--- config.mk ---
export PLATFORM = sky130hd
export DESIGN_NAME = mss_scan_ctrl
export DESIGN_NICKNAME = d
export VERILOG_FILES = /design/src/mss_pkg.sv /design/src/mss_scan_ctrl.sv
export SDC_FILE = /design/constraint.sdc
export NUM_CORES = 1
export LEC_CHECK = 0
export BUFFER_PORTS_ARGS = -buffer_cell sky130_fd_sc_hd__buf_4
export CAP_MARGIN = 20
export CORE_ASPECT_RATIO = 0.5
export CORE_MARGIN = 2
export CORE_UTILIZATION = 50
export CTS_CLUSTER_SIZE = 40
export DETAILED_ROUTE_END_ITERATION = 8
export PLACE_DENSITY = 0.67
export SLEW_MARGIN = 30
export SYNTH_ARGS = -nofsm -noshare
export SYNTH_HDL_FRONTEND = slang
export SYNTH_SLANG_ARGS = --single-unit
--- constraint.sdc ---
create_clock -name ref_clk -period 4.2 [get_ports ref_clk]
set_input_delay 0.21 -clock ref_clk [delete_from_list [all_inputs] [get_ports ref_clk]]
set_output_delay 0.21 -clock ref_clk [all_outputs]
set_load 0.01 [all_outputs]
--- src/mss_pkg.sv ---
// Package with constants, command codes and trigger encodings for the matrix scan controller.
package mss_pkg;
  // Depth of the scan list, counted in list elements (single channel or range).
  localparam int LIST_DEPTH = 16;
  localparam int IDX_W = 4;
  // Card numbers are 01 to 99.
  localparam logic [6:0] CARD_MIN = 7'h01;
  localparam logic [6:0] CARD_MAX = 7'h63;
  // Largest row and column for the three matrix variants (16x16, 4x64, 8x32).
  localparam logic [5:0] ROW_MAX_V0 = 6'h0f;
  localparam logic [5:0] COL_MAX_V0 = 6'h0f;
  localparam logic [5:0] ROW_MAX_V1 = 6'h03;
  localparam logic [5:0] COL_MAX_V1 = 6'h3f;
  localparam logic [5:0] ROW_MAX_V2 = 6'h07;
  localparam logic [5:0] COL_MAX_V2 = 6'h1f;
  // Scan-complete position in the operation registers and its decimal weight.
  localparam int SCAN_DONE_BIT = 8;
  localparam logic [15:0] SCAN_DONE_WEIGHT = 16'h0100;
  // Status byte positions.
  localparam int STB_OPER_BIT = 7;
  localparam int STB_RQS_BIT = 6;
  localparam int STB_ESB_BIT = 5;
  localparam int STB_MAV_BIT = 4;
  localparam int STB_QUE_BIT = 3;
  // Reset values.
  localparam logic [15:0] ENABLE_RESET = 16'h0000;
  localparam logic [15:0] COND_VALUE = 16'h0000;
  // Trigger output pulse width, in nanoseconds, and its cycle count at 40 MHz.
  localparam int CLK_PERIOD_NS = 25;
  localparam int TRIG_PULSE_NS = 1000;
  localparam int TRIG_PULSE_CYC = (TRIG_PULSE_NS + CLK_PERIOD_NS - 1) / CLK_PERIOD_NS;
  localparam logic [7:0] TRIG_PULSE_LEN = 8'(TRIG_PULSE_CYC);
  // Trigger source codes carried in the command data.
  localparam logic [3:0] SRC_BUS = 4'h0;
  localparam logic [3:0] SRC_EXT = 4'h1;
  localparam logic [3:0] SRC_HOLD = 4'h2;
  localparam logic [3:0] SRC_IMM = 4'h3;
  localparam logic [3:0] SRC_TTL0 = 4'h8;
  // Commands from the host.
  typedef enum logic [3:0] {
    MSS_CMD_LIST_CLEAR, MSS_CMD_LIST_ADD, MSS_CMD_INIT, MSS_CMD_ABORT,
    MSS_CMD_TRIG, MSS_CMD_TRIG_SOURCE, MSS_CMD_OUT_STATE, MSS_CMD_RESET,
    MSS_CMD_COND_Q, MSS_CMD_EVENT_Q, MSS_CMD_ENABLE_W, MSS_CMD_ENABLE_Q,
    MSS_CMD_PRESET, MSS_CMD_STB_Q
  } mss_cmd_t;
  // Scan sequencer states.
  typedef enum logic {MSS_IDLE, MSS_RUN} mss_state_t;
endpackage : mss_pkg

--- src/mss_scan_ctrl.sv ---
// Scan sequencer, trigger handling and operation status registers of the relay matrix.
// Summary of operation
// - Check every list entry; flag invalid ones.
// - Entry holds card 1-99, variant row, column.
// - List kept in given order, scanned so.
// - Entries are single channels or inclusive ranges.
// - Start closes first listed channel immediately.
// - Each selected trigger advances one channel.
// - Final trigger opens last channel, ends scan.
// - Reset command opens every channel.
// - Scan completion sets event bit 8.
// - Condition register never shows bit 8.
// - Sixteen-bit mask; enabled events raise summary bit 7.
// - Mask query returns last written value.
// - Event read returns 256 or 0, clears.
// - Abort leaves scan-complete bit cleared; a completion in the abort cycle still sets it.
// - Preset clears mask only.
// - Status byte bits 7,6,5,4,3 as defined.
// - Values are binary weights, bit n is 2^n.
// - Source: bus, external, hold, immediate, line 0-7.
// - Enabled output pulses low after each close.
// - Only one trigger output active at once.
module mss_scan_ctrl
  import mss_pkg::*;
(
  input wire logic ref_clk,
  input wire logic rst_n,
  input wire logic [1:0] variant_sel,
  input wire logic cmd_valid,
  input wire logic [3:0] cmd_code,
  input wire logic [15:0] cmd_data,
  input wire logic [6:0] ent_card,
  input wire logic [5:0] ent_row_first,
  input wire logic [5:0] ent_col_first,
  input wire logic [5:0] ent_row_last,
  input wire logic [5:0] ent_col_last,
  input wire logic bus_trg,
  input wire logic ext_trig_in,
  input wire logic [7:0] ttl_trig_in,
  input wire logic rqs_bit,
  input wire logic esb_bit,
  input wire logic mav_bit,
  input wire logic que_bit,
  output logic rsp_valid,
  output logic [15:0] rsp_data,
  output logic err_pulse,
  output logic chan_closed,
  output logic [6:0] chan_card,
  output logic [5:0] chan_row,
  output logic [5:0] chan_col,
  output logic scan_active,
  output logic [7:0] ttl_trig_out_n,
  output logic ext_trig_out_n,
  output logic [7:0] status_summary_byte
);
  // Decoded command strobes.
  mss_cmd_t cmd;
  logic c_clear, c_add, c_init, c_abort, c_trig, c_src, c_out, c_rst;
  logic c_evq, c_enw, c_preset;
  assign cmd = mss_cmd_t'(cmd_code);
  assign c_clear = cmd_valid && (cmd == MSS_CMD_LIST_CLEAR);
  assign c_add = cmd_valid && (cmd == MSS_CMD_LIST_ADD);
  assign c_init = cmd_valid && (cmd == MSS_CMD_INIT);
  assign c_abort = cmd_valid && (cmd == MSS_CMD_ABORT);
  assign c_trig = cmd_valid && (cmd == MSS_CMD_TRIG);
  assign c_src = cmd_valid && (cmd == MSS_CMD_TRIG_SOURCE);
  assign c_out = cmd_valid && (cmd == MSS_CMD_OUT_STATE);
  assign c_rst = cmd_valid && (cmd == MSS_CMD_RESET);
  assign c_evq = cmd_valid && (cmd == MSS_CMD_EVENT_Q);
  assign c_enw = cmd_valid && (cmd == MSS_CMD_ENABLE_W);
  assign c_preset = cmd_valid && (cmd == MSS_CMD_PRESET);

  // Row and column limits of the fitted matrix variant.
  logic [5:0] row_max, col_max;
  always_comb begin
    case (variant_sel)
      2'h1: begin
        row_max = ROW_MAX_V1;
        col_max = COL_MAX_V1;
      end
      2'h2: begin
        row_max = ROW_MAX_V2;
        col_max = COL_MAX_V2;
      end
      default: begin
        row_max = ROW_MAX_V0;
        col_max = COL_MAX_V0;
      end
    endcase
  end

  // Entry check: card in range, both ends inside the matrix, range not descending.
  logic ent_ok;
  assign ent_ok = (ent_card >= CARD_MIN) && (ent_card <= CARD_MAX)
                  && (ent_row_first <= row_max) && (ent_col_first <= col_max)
                  && (ent_row_last <= row_max) && (ent_col_last <= col_max)
                  && ({ent_row_first, ent_col_first} <= {ent_row_last, ent_col_last});

  // Scan list storage, one element per index, in the order given.
  logic [6:0] lst_card_reg [LIST_DEPTH];
  logic [11:0] lst_first_reg [LIST_DEPTH];
  logic [11:0] lst_last_reg [LIST_DEPTH];
  logic [IDX_W:0] lst_count_reg; // Number of stored elements.
  logic lst_bad_reg; // An invalid entry was offered since the last clear.
  mss_state_t state_reg;

  // List writes are refused while a scan runs or when the list is full.
  logic add_ok;
  assign add_ok = c_add && ent_ok && (state_reg == MSS_IDLE) && (lst_count_reg < (IDX_W + 1)'(LIST_DEPTH));

  // Storage, one generate entry per list element.
  for (genvar g = 0; g < LIST_DEPTH; g++) begin : g_list
    always_ff @(posedge ref_clk or negedge rst_n) begin
      if (!rst_n) begin
        lst_card_reg[g] <= 7'h00;
        lst_first_reg[g] <= 12'h000;
        lst_last_reg[g] <= 12'h000;
      end else if (add_ok && (lst_count_reg[IDX_W-1:0] == IDX_W'(g))) begin
        // Appending keeps the host's order.
        lst_card_reg[g] <= ent_card;
        lst_first_reg[g] <= {ent_row_first, ent_col_first};
        lst_last_reg[g] <= {ent_row_last, ent_col_last};
      end
    end
  end

  // List bookkeeping: count and validity flag.
  always_ff @(posedge ref_clk or negedge rst_n) begin
    if (!rst_n) begin
      lst_count_reg <= '0;
      lst_bad_reg <= 1'b0;
      err_pulse <= 1'b0;
    end else begin
      err_pulse <= c_add && !add_ok;
      if (c_clear || c_rst) begin
        lst_count_reg <= '0;
        lst_bad_reg <= 1'b0;
      end else if (add_ok) begin
        lst_count_reg <= lst_count_reg + 1'b1;
      end else if (c_add && !ent_ok) begin
        // A bad entry spoils the whole list until it is cleared.
        lst_bad_reg <= 1'b1;
      end
    end
  end

  // Trigger source and output selection.
  logic [3:0] src_reg;
  logic out_on_reg;
  logic out_ttl_reg; // Set for a backplane line, clear for the external port.
  logic [2:0] out_line_reg;
  always_ff @(posedge ref_clk or negedge rst_n) begin
    if (!rst_n) begin
      src_reg <= SRC_IMM;
      out_on_reg <= 1'b0;
      out_ttl_reg <= 1'b0;
      out_line_reg <= 3'h0;
    end else if (c_rst) begin
      src_reg <= SRC_IMM;
      out_on_reg <= 1'b0;
    end else begin
      if (c_src) begin
        src_reg <= cmd_data[3:0];
      end
      if (c_out) begin
        // One selection register, so enabling a new output drops the old one.
        if (cmd_data[4]) begin
          out_on_reg <= 1'b1;
          out_ttl_reg <= cmd_data[3];
          out_line_reg <= cmd_data[2:0];
        end else if ((out_ttl_reg == cmd_data[3]) && (!cmd_data[3] || (out_line_reg == cmd_data[2:0]))) begin
          // Disabling only affects the output that is actually active.
          out_on_reg <= 1'b0;
        end
      end
    end
  end

  // Two-stage synchronisers for pin triggers, plus one history stage for edges.
  logic [8:0] trg_s1_reg, trg_s2_reg, trg_s3_reg;
  always_ff @(posedge ref_clk or negedge rst_n) begin
    if (!rst_n) begin
      trg_s1_reg <= 9'h1ff;
      trg_s2_reg <= 9'h1ff;
      trg_s3_reg <= 9'h1ff;
    end else begin
      trg_s1_reg <= {ext_trig_in, ttl_trig_in};
      trg_s2_reg <= trg_s1_reg;
      trg_s3_reg <= trg_s2_reg;
    end
  end
  logic [8:0] trg_fall;
  assign trg_fall = trg_s3_reg & ~trg_s2_reg;

  // Trigger from the selected source.
  logic trig_evt;
  always_comb begin
    case (src_reg)
      SRC_BUS: trig_evt = bus_trg || c_trig;
      SRC_EXT: trig_evt = trg_fall[8];
      SRC_HOLD: trig_evt = c_trig;
      SRC_IMM: trig_evt = 1'b1;
      default: trig_evt = src_reg[3] && trg_fall[src_reg[2:0]];
    endcase
  end

  // Scan sequencer.
  logic [IDX_W-1:0] idx_reg;
  logic close_evt; // A channel closed this cycle.
  logic done_evt; // The last channel opened this cycle.
  logic at_end;
  assign at_end = ({chan_row, chan_col} == lst_last_reg[idx_reg]);
  logic can_start;
  assign can_start = (lst_count_reg != '0) && !lst_bad_reg;
  always_ff @(posedge ref_clk or negedge rst_n) begin
    if (!rst_n) begin
      state_reg <= MSS_IDLE;
      idx_reg <= '0;
      chan_closed <= 1'b0;
      chan_card <= 7'h00;
      chan_row <= 6'h00;
      chan_col <= 6'h00;
      close_evt <= 1'b0;
      done_evt <= 1'b0;
    end else begin
      close_evt <= 1'b0;
      done_evt <= 1'b0;
      if (c_rst || c_abort) begin
        // Everything open, scan stopped.
        state_reg <= MSS_IDLE;
        chan_closed <= 1'b0;
      end else begin
        case (state_reg)
          MSS_IDLE: begin
            if (c_init && can_start) begin
              // First element closes at once.
              state_reg <= MSS_RUN;
              idx_reg <= '0;
              chan_closed <= 1'b1;
              chan_card <= lst_card_reg[0];
              {chan_row, chan_col} <= lst_first_reg[0];
              close_evt <= 1'b1;
            end
            // Triggers while idle leave the channels as they are.
          end
          MSS_RUN: begin
            if (trig_evt) begin
              if (!at_end) begin
                // Next channel inside a range, column first, then row.
                close_evt <= 1'b1;
                if (chan_col == col_max) begin
                  chan_col <= 6'h00;
                  chan_row <= chan_row + 1'b1;
                end else begin
                  chan_col <= chan_col + 1'b1;
                end
              end else if ({1'b0, idx_reg} != lst_count_reg - 1'b1) begin
                // Next list element.
                idx_reg <= idx_reg + 1'b1;
                chan_card <= lst_card_reg[idx_reg + 1'b1];
                {chan_row, chan_col} <= lst_first_reg[idx_reg + 1'b1];
                close_evt <= 1'b1;
              end else begin
                // List traversed: open the last channel and end.
                chan_closed <= 1'b0;
                state_reg <= MSS_IDLE;
                done_evt <= 1'b1;
              end
            end
          end
          default: state_reg <= MSS_IDLE;
        endcase
      end
    end
  end
  assign scan_active = (state_reg == MSS_RUN);

  // Trigger output pulse after each close, on the single enabled output.
  logic [7:0] pulse_cnt_reg;
  always_ff @(posedge ref_clk or negedge rst_n) begin
    if (!rst_n) begin
      pulse_cnt_reg <= 8'h00;
      ttl_trig_out_n <= 8'hff;
      ext_trig_out_n <= 1'b1;
    end else begin
      if (close_evt && out_on_reg) begin
        pulse_cnt_reg <= TRIG_PULSE_LEN;
      end else if (pulse_cnt_reg != 8'h00) begin
        pulse_cnt_reg <= pulse_cnt_reg - 1'b1;
      end
      // Low while the counter runs; only the selected output moves.
      ttl_trig_out_n <= ~(8'((pulse_cnt_reg != 8'h00) && out_on_reg && out_ttl_reg) << out_line_reg);
      ext_trig_out_n <= !((pulse_cnt_reg != 8'h00) && out_on_reg && !out_ttl_reg);
    end
  end

  // Operation event latch and enable mask.
  logic [15:0] event_reg;
  logic [15:0] enable_reg;
  always_ff @(posedge ref_clk or negedge rst_n) begin
    if (!rst_n) begin
      event_reg <= 16'h0000;
    end else if (done_evt) begin
      // A completion in the read cycle survives the clear.
      event_reg[SCAN_DONE_BIT] <= 1'b1;
    end else if (c_evq || c_abort) begin
      event_reg <= 16'h0000;
    end
  end
  always_ff @(posedge ref_clk or negedge rst_n) begin
    if (!rst_n) begin
      enable_reg <= ENABLE_RESET;
    end else if (c_preset) begin
      enable_reg <= ENABLE_RESET;
    end else if (c_enw) begin
      enable_reg <= cmd_data;
    end
  end

  // Status byte assembled from the summary and the outside status bits.
  logic [7:0] stb;
  always_comb begin
    stb = 8'h00;
    stb[STB_OPER_BIT] = |(event_reg & enable_reg);
    stb[STB_RQS_BIT] = rqs_bit;
    stb[STB_ESB_BIT] = esb_bit;
    stb[STB_MAV_BIT] = mav_bit;
    stb[STB_QUE_BIT] = que_bit;
  end
  assign status_summary_byte = stb;

  // Query answers, one cycle after the command, binary-weighted values.
  always_ff @(posedge ref_clk or negedge rst_n) begin
    if (!rst_n) begin
      rsp_valid <= 1'b0;
      rsp_data <= 16'h0000;
    end else begin
      rsp_valid <= 1'b0;
      if (cmd_valid) begin
        case (cmd)
          MSS_CMD_COND_Q: begin
            rsp_valid <= 1'b1;
            rsp_data <= COND_VALUE;
          end
          MSS_CMD_EVENT_Q: begin
            rsp_valid <= 1'b1;
            rsp_data <= event_reg[SCAN_DONE_BIT] ? SCAN_DONE_WEIGHT : 16'h0000;
          end
          MSS_CMD_ENABLE_Q: begin
            rsp_valid <= 1'b1;
            rsp_data <= enable_reg;
          end
          MSS_CMD_STB_Q: begin
            rsp_valid <= 1'b1;
            rsp_data <= {8'h00, stb};
          end
          default: rsp_valid <= 1'b0;
        endcase
      end
    end
  end

  // Checks.
  property p_idle_trig;
    @(posedge ref_clk) disable iff (!rst_n)
    (state_reg == MSS_IDLE) && !c_init |=> $stable({chan_closed, chan_card, chan_row, chan_col});
  endproperty
  a_idle_trig: assert property (p_idle_trig) else $error("Idle trigger moved channels.");
  property p_init_close;
    @(posedge ref_clk) disable iff (!rst_n)
    c_init && can_start && (state_reg == MSS_IDLE) && !c_abort && !c_rst |=> chan_closed && scan_active;
  endproperty
  a_init_close: assert property (p_init_close) else $error("Start did not close first channel.");
  property p_done_event;
    @(posedge ref_clk) disable iff (!rst_n)
    $fell(scan_active) && !$past(c_abort) && !$past(c_rst) |=> event_reg[SCAN_DONE_BIT];
  endproperty
  a_done_event: assert property (p_done_event) else $error("Completion did not set event.");
  property p_end_open;
    @(posedge ref_clk) disable iff (!rst_n)
    $fell(scan_active) |-> !chan_closed;
  endproperty
  a_end_open: assert property (p_end_open) else $error("Channel left closed at end.");
  property p_reset_open;
    @(posedge ref_clk) disable iff (!rst_n)
    c_rst |=> !chan_closed && !scan_active;
  endproperty
  a_reset_open: assert property (p_reset_open) else $error("Reset left a channel closed.");
  property p_event_read;
    @(posedge ref_clk) disable iff (!rst_n)
    c_evq && !done_evt |=> rsp_valid && (rsp_data == (($past(event_reg[SCAN_DONE_BIT])) ? 16'h0100 : 16'h0000))
      && !event_reg[SCAN_DONE_BIT];
  endproperty
  a_event_read: assert property (p_event_read) else $error("Event read wrong or not cleared.");
  property p_abort_clear;
    @(posedge ref_clk) disable iff (!rst_n)
    c_abort && !done_evt |=> !event_reg[SCAN_DONE_BIT];
  endproperty
  a_abort_clear: assert property (p_abort_clear) else $error("Abort left event set.");
  property p_summary;
    @(posedge ref_clk) disable iff (!rst_n)
    status_summary_byte[7] == (event_reg[8] && enable_reg[8]);
  endproperty
  a_summary: assert property (p_summary) else $error("Summary bit wrong.");
  property p_enable_read;
    @(posedge ref_clk) disable iff (!rst_n)
    c_enw ##1 (cmd_valid && (cmd == MSS_CMD_ENABLE_Q)) |=> rsp_data == $past(cmd_data, 2);
  endproperty
  a_enable_read: assert property (p_enable_read) else $error("Mask readback differs.");
  property p_one_output;
    @(posedge ref_clk) disable iff (!rst_n)
    $onehot0({~ttl_trig_out_n, ~ext_trig_out_n});
  endproperty
  a_one_output: assert property (p_one_output) else $error("Two trigger outputs active.");
  property p_bad_entry;
    @(posedge ref_clk) disable iff (!rst_n)
    c_add && !ent_ok |=> err_pulse ##1 (!scan_active || lst_bad_reg);
  endproperty
  a_bad_entry: assert property (p_bad_entry) else $error("Invalid entry not flagged.");
  c_scan_done: cover property (@(posedge ref_clk) disable iff (!rst_n) done_evt);
  c_range_step: cover property (@(posedge ref_clk) disable iff (!rst_n) scan_active && trig_evt && !at_end);
  c_pulse: cover property (@(posedge ref_clk) disable iff (!rst_n) !ext_trig_out_n || !(&ttl_trig_out_n));
endmodule : mss_scan_ctrl

# After elaboration in Yosys (flattened, before gate mapping)
# Cells that the tools add are included.
[classes] n_bitwise=9 mux=77 reduce_logical=81 order_cmp=11 shift=1 n_addsub=6 mul=0 n_div=0 n_eq_ne=49
[op_table] op="12-bit binary-select mux with 4-bit select" count=2
[op_table] op="16-bit case mux with 4 select lines" count=1
[op_table] op="6-bit two-way mux" count=10
[op_table] op="4-bit equality test, second input constant" count=14
[op_table] op="12-bit two-way mux" count=4
[op_table] op="1-bit logical AND" count=46
[op_table] op="7-bit two-way mux" count=6
[op_table] op="6-bit case mux with 2 select lines" count=3
[op_table] op="4-bit by 3-bit equality test with 1-bit output, second input constant" count=8
[op_table] op="16-bit two-way mux" count=2
[op_table] op="7-bit binary-select mux with 4-bit select" count=1
[op_table] op="1-bit two-way mux" count=28
[op_table] op="4-bit by 2-bit equality test with 1-bit output, second input constant" count=6
[op_table] op="6-bit <= comparator" count=4
[op_table] op="4-bit two-way mux" count=6
[op_table] op="9-bit two-way mux" count=2
[op_table] op="9-bit by 16-bit AND with 16-bit output" count=1
[op_table] op="8-bit two-way mux" count=2
[op_table] op="4-bit case mux with 2 select lines" count=2
[op_table] op="16-bit OR reduction" count=1
[op_table] op="7-bit case mux with 2 select lines" count=1
[op_table] op="2-bit nonzero test" count=7
[op_table] op="6-bit by 1-bit adder with 6-bit output, second input constant" count=2
[op_table] op="12-bit equality test" count=1
[op_table] op="other kinds (43)" count=74
[totals] in_bits=70 latch_bits=0 n_memories=0 reg_bits=617 romBits=0 wordCells=307 ram_bits=0

# Depth between registers and ports, before layout
[logic_depth] word_depth=13 mapped_depth=15 ltp_nobuf=12

# Worst setup path before layout
# No wires, ideal clock.
[synth_timing] path_kind="input-to-reg" start="input ent_col_last[5]" end="register lst_card_reg[105] (netlist bit)" cell_stages=15 n_path_buf=4 slack_ns=0.796 required_time_ns=4.075 t_arrival_ns=3.279 setup_time_ns=0.125 path_cell_list="clkbuf_1 > inv_1 > ha_1 > a21o_1 > a21o_1 > a21o_1 > a21o_1 > a21o_1 > a2111o_1 > a211oi_2 > buf_2 > buf_2 > nand3_1 > clkbuf_1 > mux2_2"
[synth_between] elab_chain_len=7 word_cells_on_any_way=8 classes_between="order compare: 2; reduce/logical: 6"
[synth_lines] element="start, declared" line_no="mss_scan_ctrl.sv:36" text="input wire logic [5:0] ent_col_last,"
[synth_lines] element="parallel branches: the longest is 2 deep, another holds 12-bit <= comparator"
[synth_lines] element="1-bit logical AND (*)" line_no="mss_scan_ctrl.sv:97" text="&& ({ent_row_first, ent_col_first} <= {ent_row_last, ent_col_last});"
[synth_lines] element="1-bit logical AND (*) (3 in a row)" line_no="mss_scan_ctrl.sv:109" text="assign add_ok = c_add && ent_ok && (state_reg == MSS_IDLE) && (lst_count_reg < (IDX_W + 1)'(LIST_DEPTH));"
[synth_lines] element="1-bit logical AND (*)" line_no="mss_scan_ctrl.sv:118" text="end else if (add_ok && (lst_count_reg[IDX_W-1:0] == IDX_W'(g))) begin"
[synth_lines] element="end signal, assigned by index" line_no="mss_scan_ctrl.sv:120" text="lst_card_reg[g] <= ent_card;"
[synth_lines] element="end, declared" line_no="mss_scan_ctrl.sv:100" text="logic [6:0] lst_card_reg [LIST_DEPTH];"
# Mark *: on every way between the ends.
# A chain may end at the register's enable or synchronous reset.

# Worst setup path in the final report
[layout_timing] start="register idx_reg[0]" end="register chan_card[3]"
[layout_between] elab_chain_len=9 word_cells_on_any_way=18 classes_between="add/sub: 1; eq/ne: 4; mux: 10; bitwise: 2; reduce/logical: 1"
[layout_lines] element="start, declared" line_no="mss_scan_ctrl.sv:208" text="logic [IDX_W-1:0] idx_reg;"
[layout_lines] element="start signal, assigned" line_no="mss_scan_ctrl.sv:259" text="idx_reg <= idx_reg + 1'b1;"
[layout_lines] element="4-bit by 1-bit adder with 4-bit output" line_no="mss_scan_ctrl.sv:260" text="chan_card <= lst_card_reg[idx_reg + 1'b1];"
[layout_lines] element="4-bit NOT with 5-bit output (implied by the code)" line_no="mss_scan_ctrl.sv:260"
[layout_lines] element="7-bit binary-select mux with 4-bit select" line_no="mss_scan_ctrl.sv:260"
[layout_lines] element="7-bit two-way mux (implied by the code) (2 in a row)" line_no="mss_scan_ctrl.sv:260"
[layout_lines] element="7-bit two-way mux" line_no="mss_scan_ctrl.sv:257" text="end else if ({1'b0, idx_reg} != lst_count_reg - 1'b1) begin"
[layout_lines] element="7-bit two-way mux" line_no="mss_scan_ctrl.sv:248" text="if (!at_end) begin"
[layout_lines] element="7-bit two-way mux" line_no="mss_scan_ctrl.sv:247" text="if (trig_evt) begin"
[layout_lines] element="7-bit case mux with 2 select lines" line_no="mss_scan_ctrl.sv:233" text="case (state_reg)"
[layout_lines] element="end signal, assigned" line_no="mss_scan_ctrl.sv:240" text="chan_card <= lst_card_reg[0];"
[layout_lines] element="end signal, assigned" line_no="mss_scan_ctrl.sv:260"
[layout_lines] element="end, declared" line_no="mss_scan_ctrl.sv:48" text="output logic [6:0] chan_card,"
# Several ways; a longest one is shown, not always the timed one. The select of a mux whose other input is x is not followed.

==> results_dict.tcl <==
set metrics [dict create \
    initial_utilization_pct 51.08 \
    first_pass_iters 7 \
    dp_slack_ns 0.4387 \
    rsz0062_at_grt "false" \
    crit_type "register to register" \
    drive_gt1_share_pct 43.02 \
    syn_inst 2028 \
    grtUsageTotal_pct 24.99 \
    grt_start_max_net_pins 119 \
    min_path_type "primary input to register" \
    synth_flop_cell "dfrtp_1" \
    clk_latency_ns 0.61 \
    arrival_ns 4.23 \
    synthArstFlopShare_pct 100.0 \
    cts_buffer_depth 3 \
    p_leak_nw 15.80 \
    seq_area_um2 15490 \
    powerDensity_nw_per_um2 437.5 \
    grt_pass1_vias 18040 \
    slew_violations 0 \
    drtIter0Drc 1648 \
    synth_edf_count 0 \
    vias_per_cell 5.974 \
    drc_errors 0 \
    postRouteAntennaNets 0 \
    postPlaceCellArea_um2 30690 \
    relSlewSlack_pct 46.07 \
    fin_crit_ns 3.739 \
    ios 126 \
    r2r_start "idx_reg[0]" \
    status "finished clean" \
    synth_warnings 0 \
    cts_resized 0 \
    clockRootBuffer "clkbuf_16" \
    die-area_um2 59360 \
    drv_cap 0 \
    vdd_drop_max_mv 0.2994 \
    fmax_ghz 0.2675 \
    htreeDepth 2 \
    grt_overflow 0 \
    postLayoutCellArea_um2 32880 \
    skew_ns 0.01184 \
    gp_congestion 0.9647 \
    regToRegSetupSlack_ns 0.46 \
    seq_area_frac_synth_pct 54.05 \
    drt_wl_total_um 72740 \
    crit_start "idx_reg[0]" \
    antenna_found_initial 2 \
    period_share_pct 89.01 \
    tritoncts "yes" \
    place_inst 2831 \
    cp-end-kind "register" \
    setup_viol 0 \
    numPortBuffers 122 \
    critPathRequiredTime_ns 4.69 \
    fillers 4388 \
    post-cts-setup-buffer-count 0 \
    syn_area_um2 28660 \
    wl_per_cell_um 24.48 \
    layout.nets 2275 \
    vias 17750 \
    diodes 0 \
    area_growth_pct 14.75 \
    clk_pin_slew_ns 0.06 \
    die_height_um 173.3 \
    ctsHoldBuffers 41 \
    hpwl_um 47580 \
    fin_cells 2971 \
    r2r_cells 12 \
    critPathMaxFanout 13 \
    regToRegEndpoint "chan_card[3]" \
    die_x_um 342.6 \
    worst_pin_slew_ns 0.8081 \
    clock_sinks 617 \
    multi_input_area_um2 12310 \
    syn_area_per_cell_um2 14.13 \
    grt_pass1_wl_um 113300 \
    hold_violations 0 \
    rows 61 \
    core_um2 56100 \
    setup_ws_ns 0.4615 \
    ys_ff_latch 617 \
    setup_tns_ns 0 \
    crit_end "chan_card[3]" \
    numCtsBuffers 55 \
    synth_cell_types 77 \
    start_kind "register" \
]
critical path: stages, from the launching register on:
cell and delay, ns:
dfrtp_4 0.61, buf_12 0.21, buf_4 0.17, mux2i_1 0.13
o22ai_1 0.36, nor4_1 0.08, or3_1 0.39, nor3_1 0.21
and4_1 0.27, buf_4 0.16, a21oi_1 0.07, or3b_4 0.57
mux2_4 0.35
how the worst min path moves through the flow:
stage / start / to / slack (ns) / depth (start not counted)
6_report: ent_col_first[3] / lst_first_reg[87] / 0.02 / 2
5_1_grt: ent_card[5] / lst_card_reg[110] / 0.02 / 2
4_1_cts: ent_col_first[5] / lst_first_reg[41] / 0.0004 / 2
3_5_place_dp: ttl_trig_in[6] / trg_s1_reg[6] / 0.32 / 1
3_3_place_gp: ttl_trig_in[1] / trg_s1_reg[1] / 0.32 / 1
2_1_floorplan: rst_n / chan_card[0] / -0.09 / 0
cell usage after synthesis (4+ instances only):
cell type	number	area share (%)
a211oi_1	6	0.16
xnor2_1	19	0.58
nand2b_1	12	0.26
a22o_1	18	0.55
and2_1	51	1.1
o22a_1	11	0.34
buf_6	6	0.24
buf_4	13	0.34
nand4_1	14	0.31
nor2b_1	24	0.52
dfstp_2	38	3.5
buf_1	17	0.22
a211o_1	5	0.15
dfrtp_1	579	51
clkbuf_1	87	1.1
nor3_1	13	0.23
mux2_2	453	18
buf_2	44	0.77
or2_2	5	0.11
o22ai_1	15	0.33
o21ai_0	15	0.26
nand3_1	45	0.79
a311oi_1	4	0.12
o31ai_1	4	0.10
and3_1	7	0.15
nand3b_1	8	0.21
nand2_1	59	0.77
mux4_2	123	9.7
nor2_1	62	0.81
a221oi_1	13	0.40
ha_1	31	1.4
inv_1	42	0.55
a31o_2	4	0.12
mux2_4	9	0.47
mux2i_1	46	1.6
a21oi_1	25	0.44
and4b_1	4	0.14
nor4_1	10	0.22
a31oi_1	4	0.087
a21o_1	14	0.37
xor2_1	8	0.24
or3_1	7	0.15
through the flow:
stage | power [mW] | hold WS, ns | util, %
final | 14.39 | 0.01893 | 58.62
after global routing | 14.98 | 0.02292 | 58.62
after CTS | 14.48 | 0.0004233 | 58.57
after detailed placement | 9.450 | 0.3193 | 54.71
after global placement | 9.425 | 0.3180 | 54.71
after floorplan | 8.320 | -0.08559 | -
routing by layer:
metal / track usage (%) / vias to the layer above / routed length, µm
met5: 0 / - / 0
met4: 4.952 / 0 / 1246
met3: 3.914 / 93 / 3852
met2: 37.92 / 473 / 33620
met1: 38.33 / 9478 / 34030
li1: - / 7705 / -
area by class of cell:
class                   count  share of cell area [%]
inverters                  44                  0.5022
well taps                 756                   2.876
clock buffers              83                   4.844
repair buffers            255                   6.750
flip-flops and latches    617                   47.11
multi-input cells        1201                   37.42
clock inverters            15                  0.4908
cells in the final DEF, fill, tap and decap left out, types with 42 or more instances in the layout:
cell / n
and2_1: 51
mux4_2: 123
nor2_1: 61
nand2_1: 59
inv_1: 42
dfrtp_1: 577
mux2i_1: 46
mux2_2: 453
clkbuf_16: 56
buf_4: 198
report_power, final:
group | leakage (nW) | internal, mW | total, mW | switching, mW
logic | 6.53 | 1.27 | 2.89 | 1.62
clock network | 0.852 | 2.74 | 5.01 | 2.26
registers | 8.42 | 6.14 | 6.49 | 0.352
cells by family after synthesis:
family | count (synthesis) | share of synthesized area, %
AOI/OAI and AO/OA | 176 | 4.676
buffers and inverters | 212 | 3.336
DFF | 617 | 54.05
xor gates and xnor gates | 27 | 0.8252
muxes | 633 | 29.62
and+or+nand+nor | 331 | 6.126
adders and majority gates | 31 | 1.354
other | 1 | 0.01309
No activity file was read; power rests on OpenSTA's default activity.
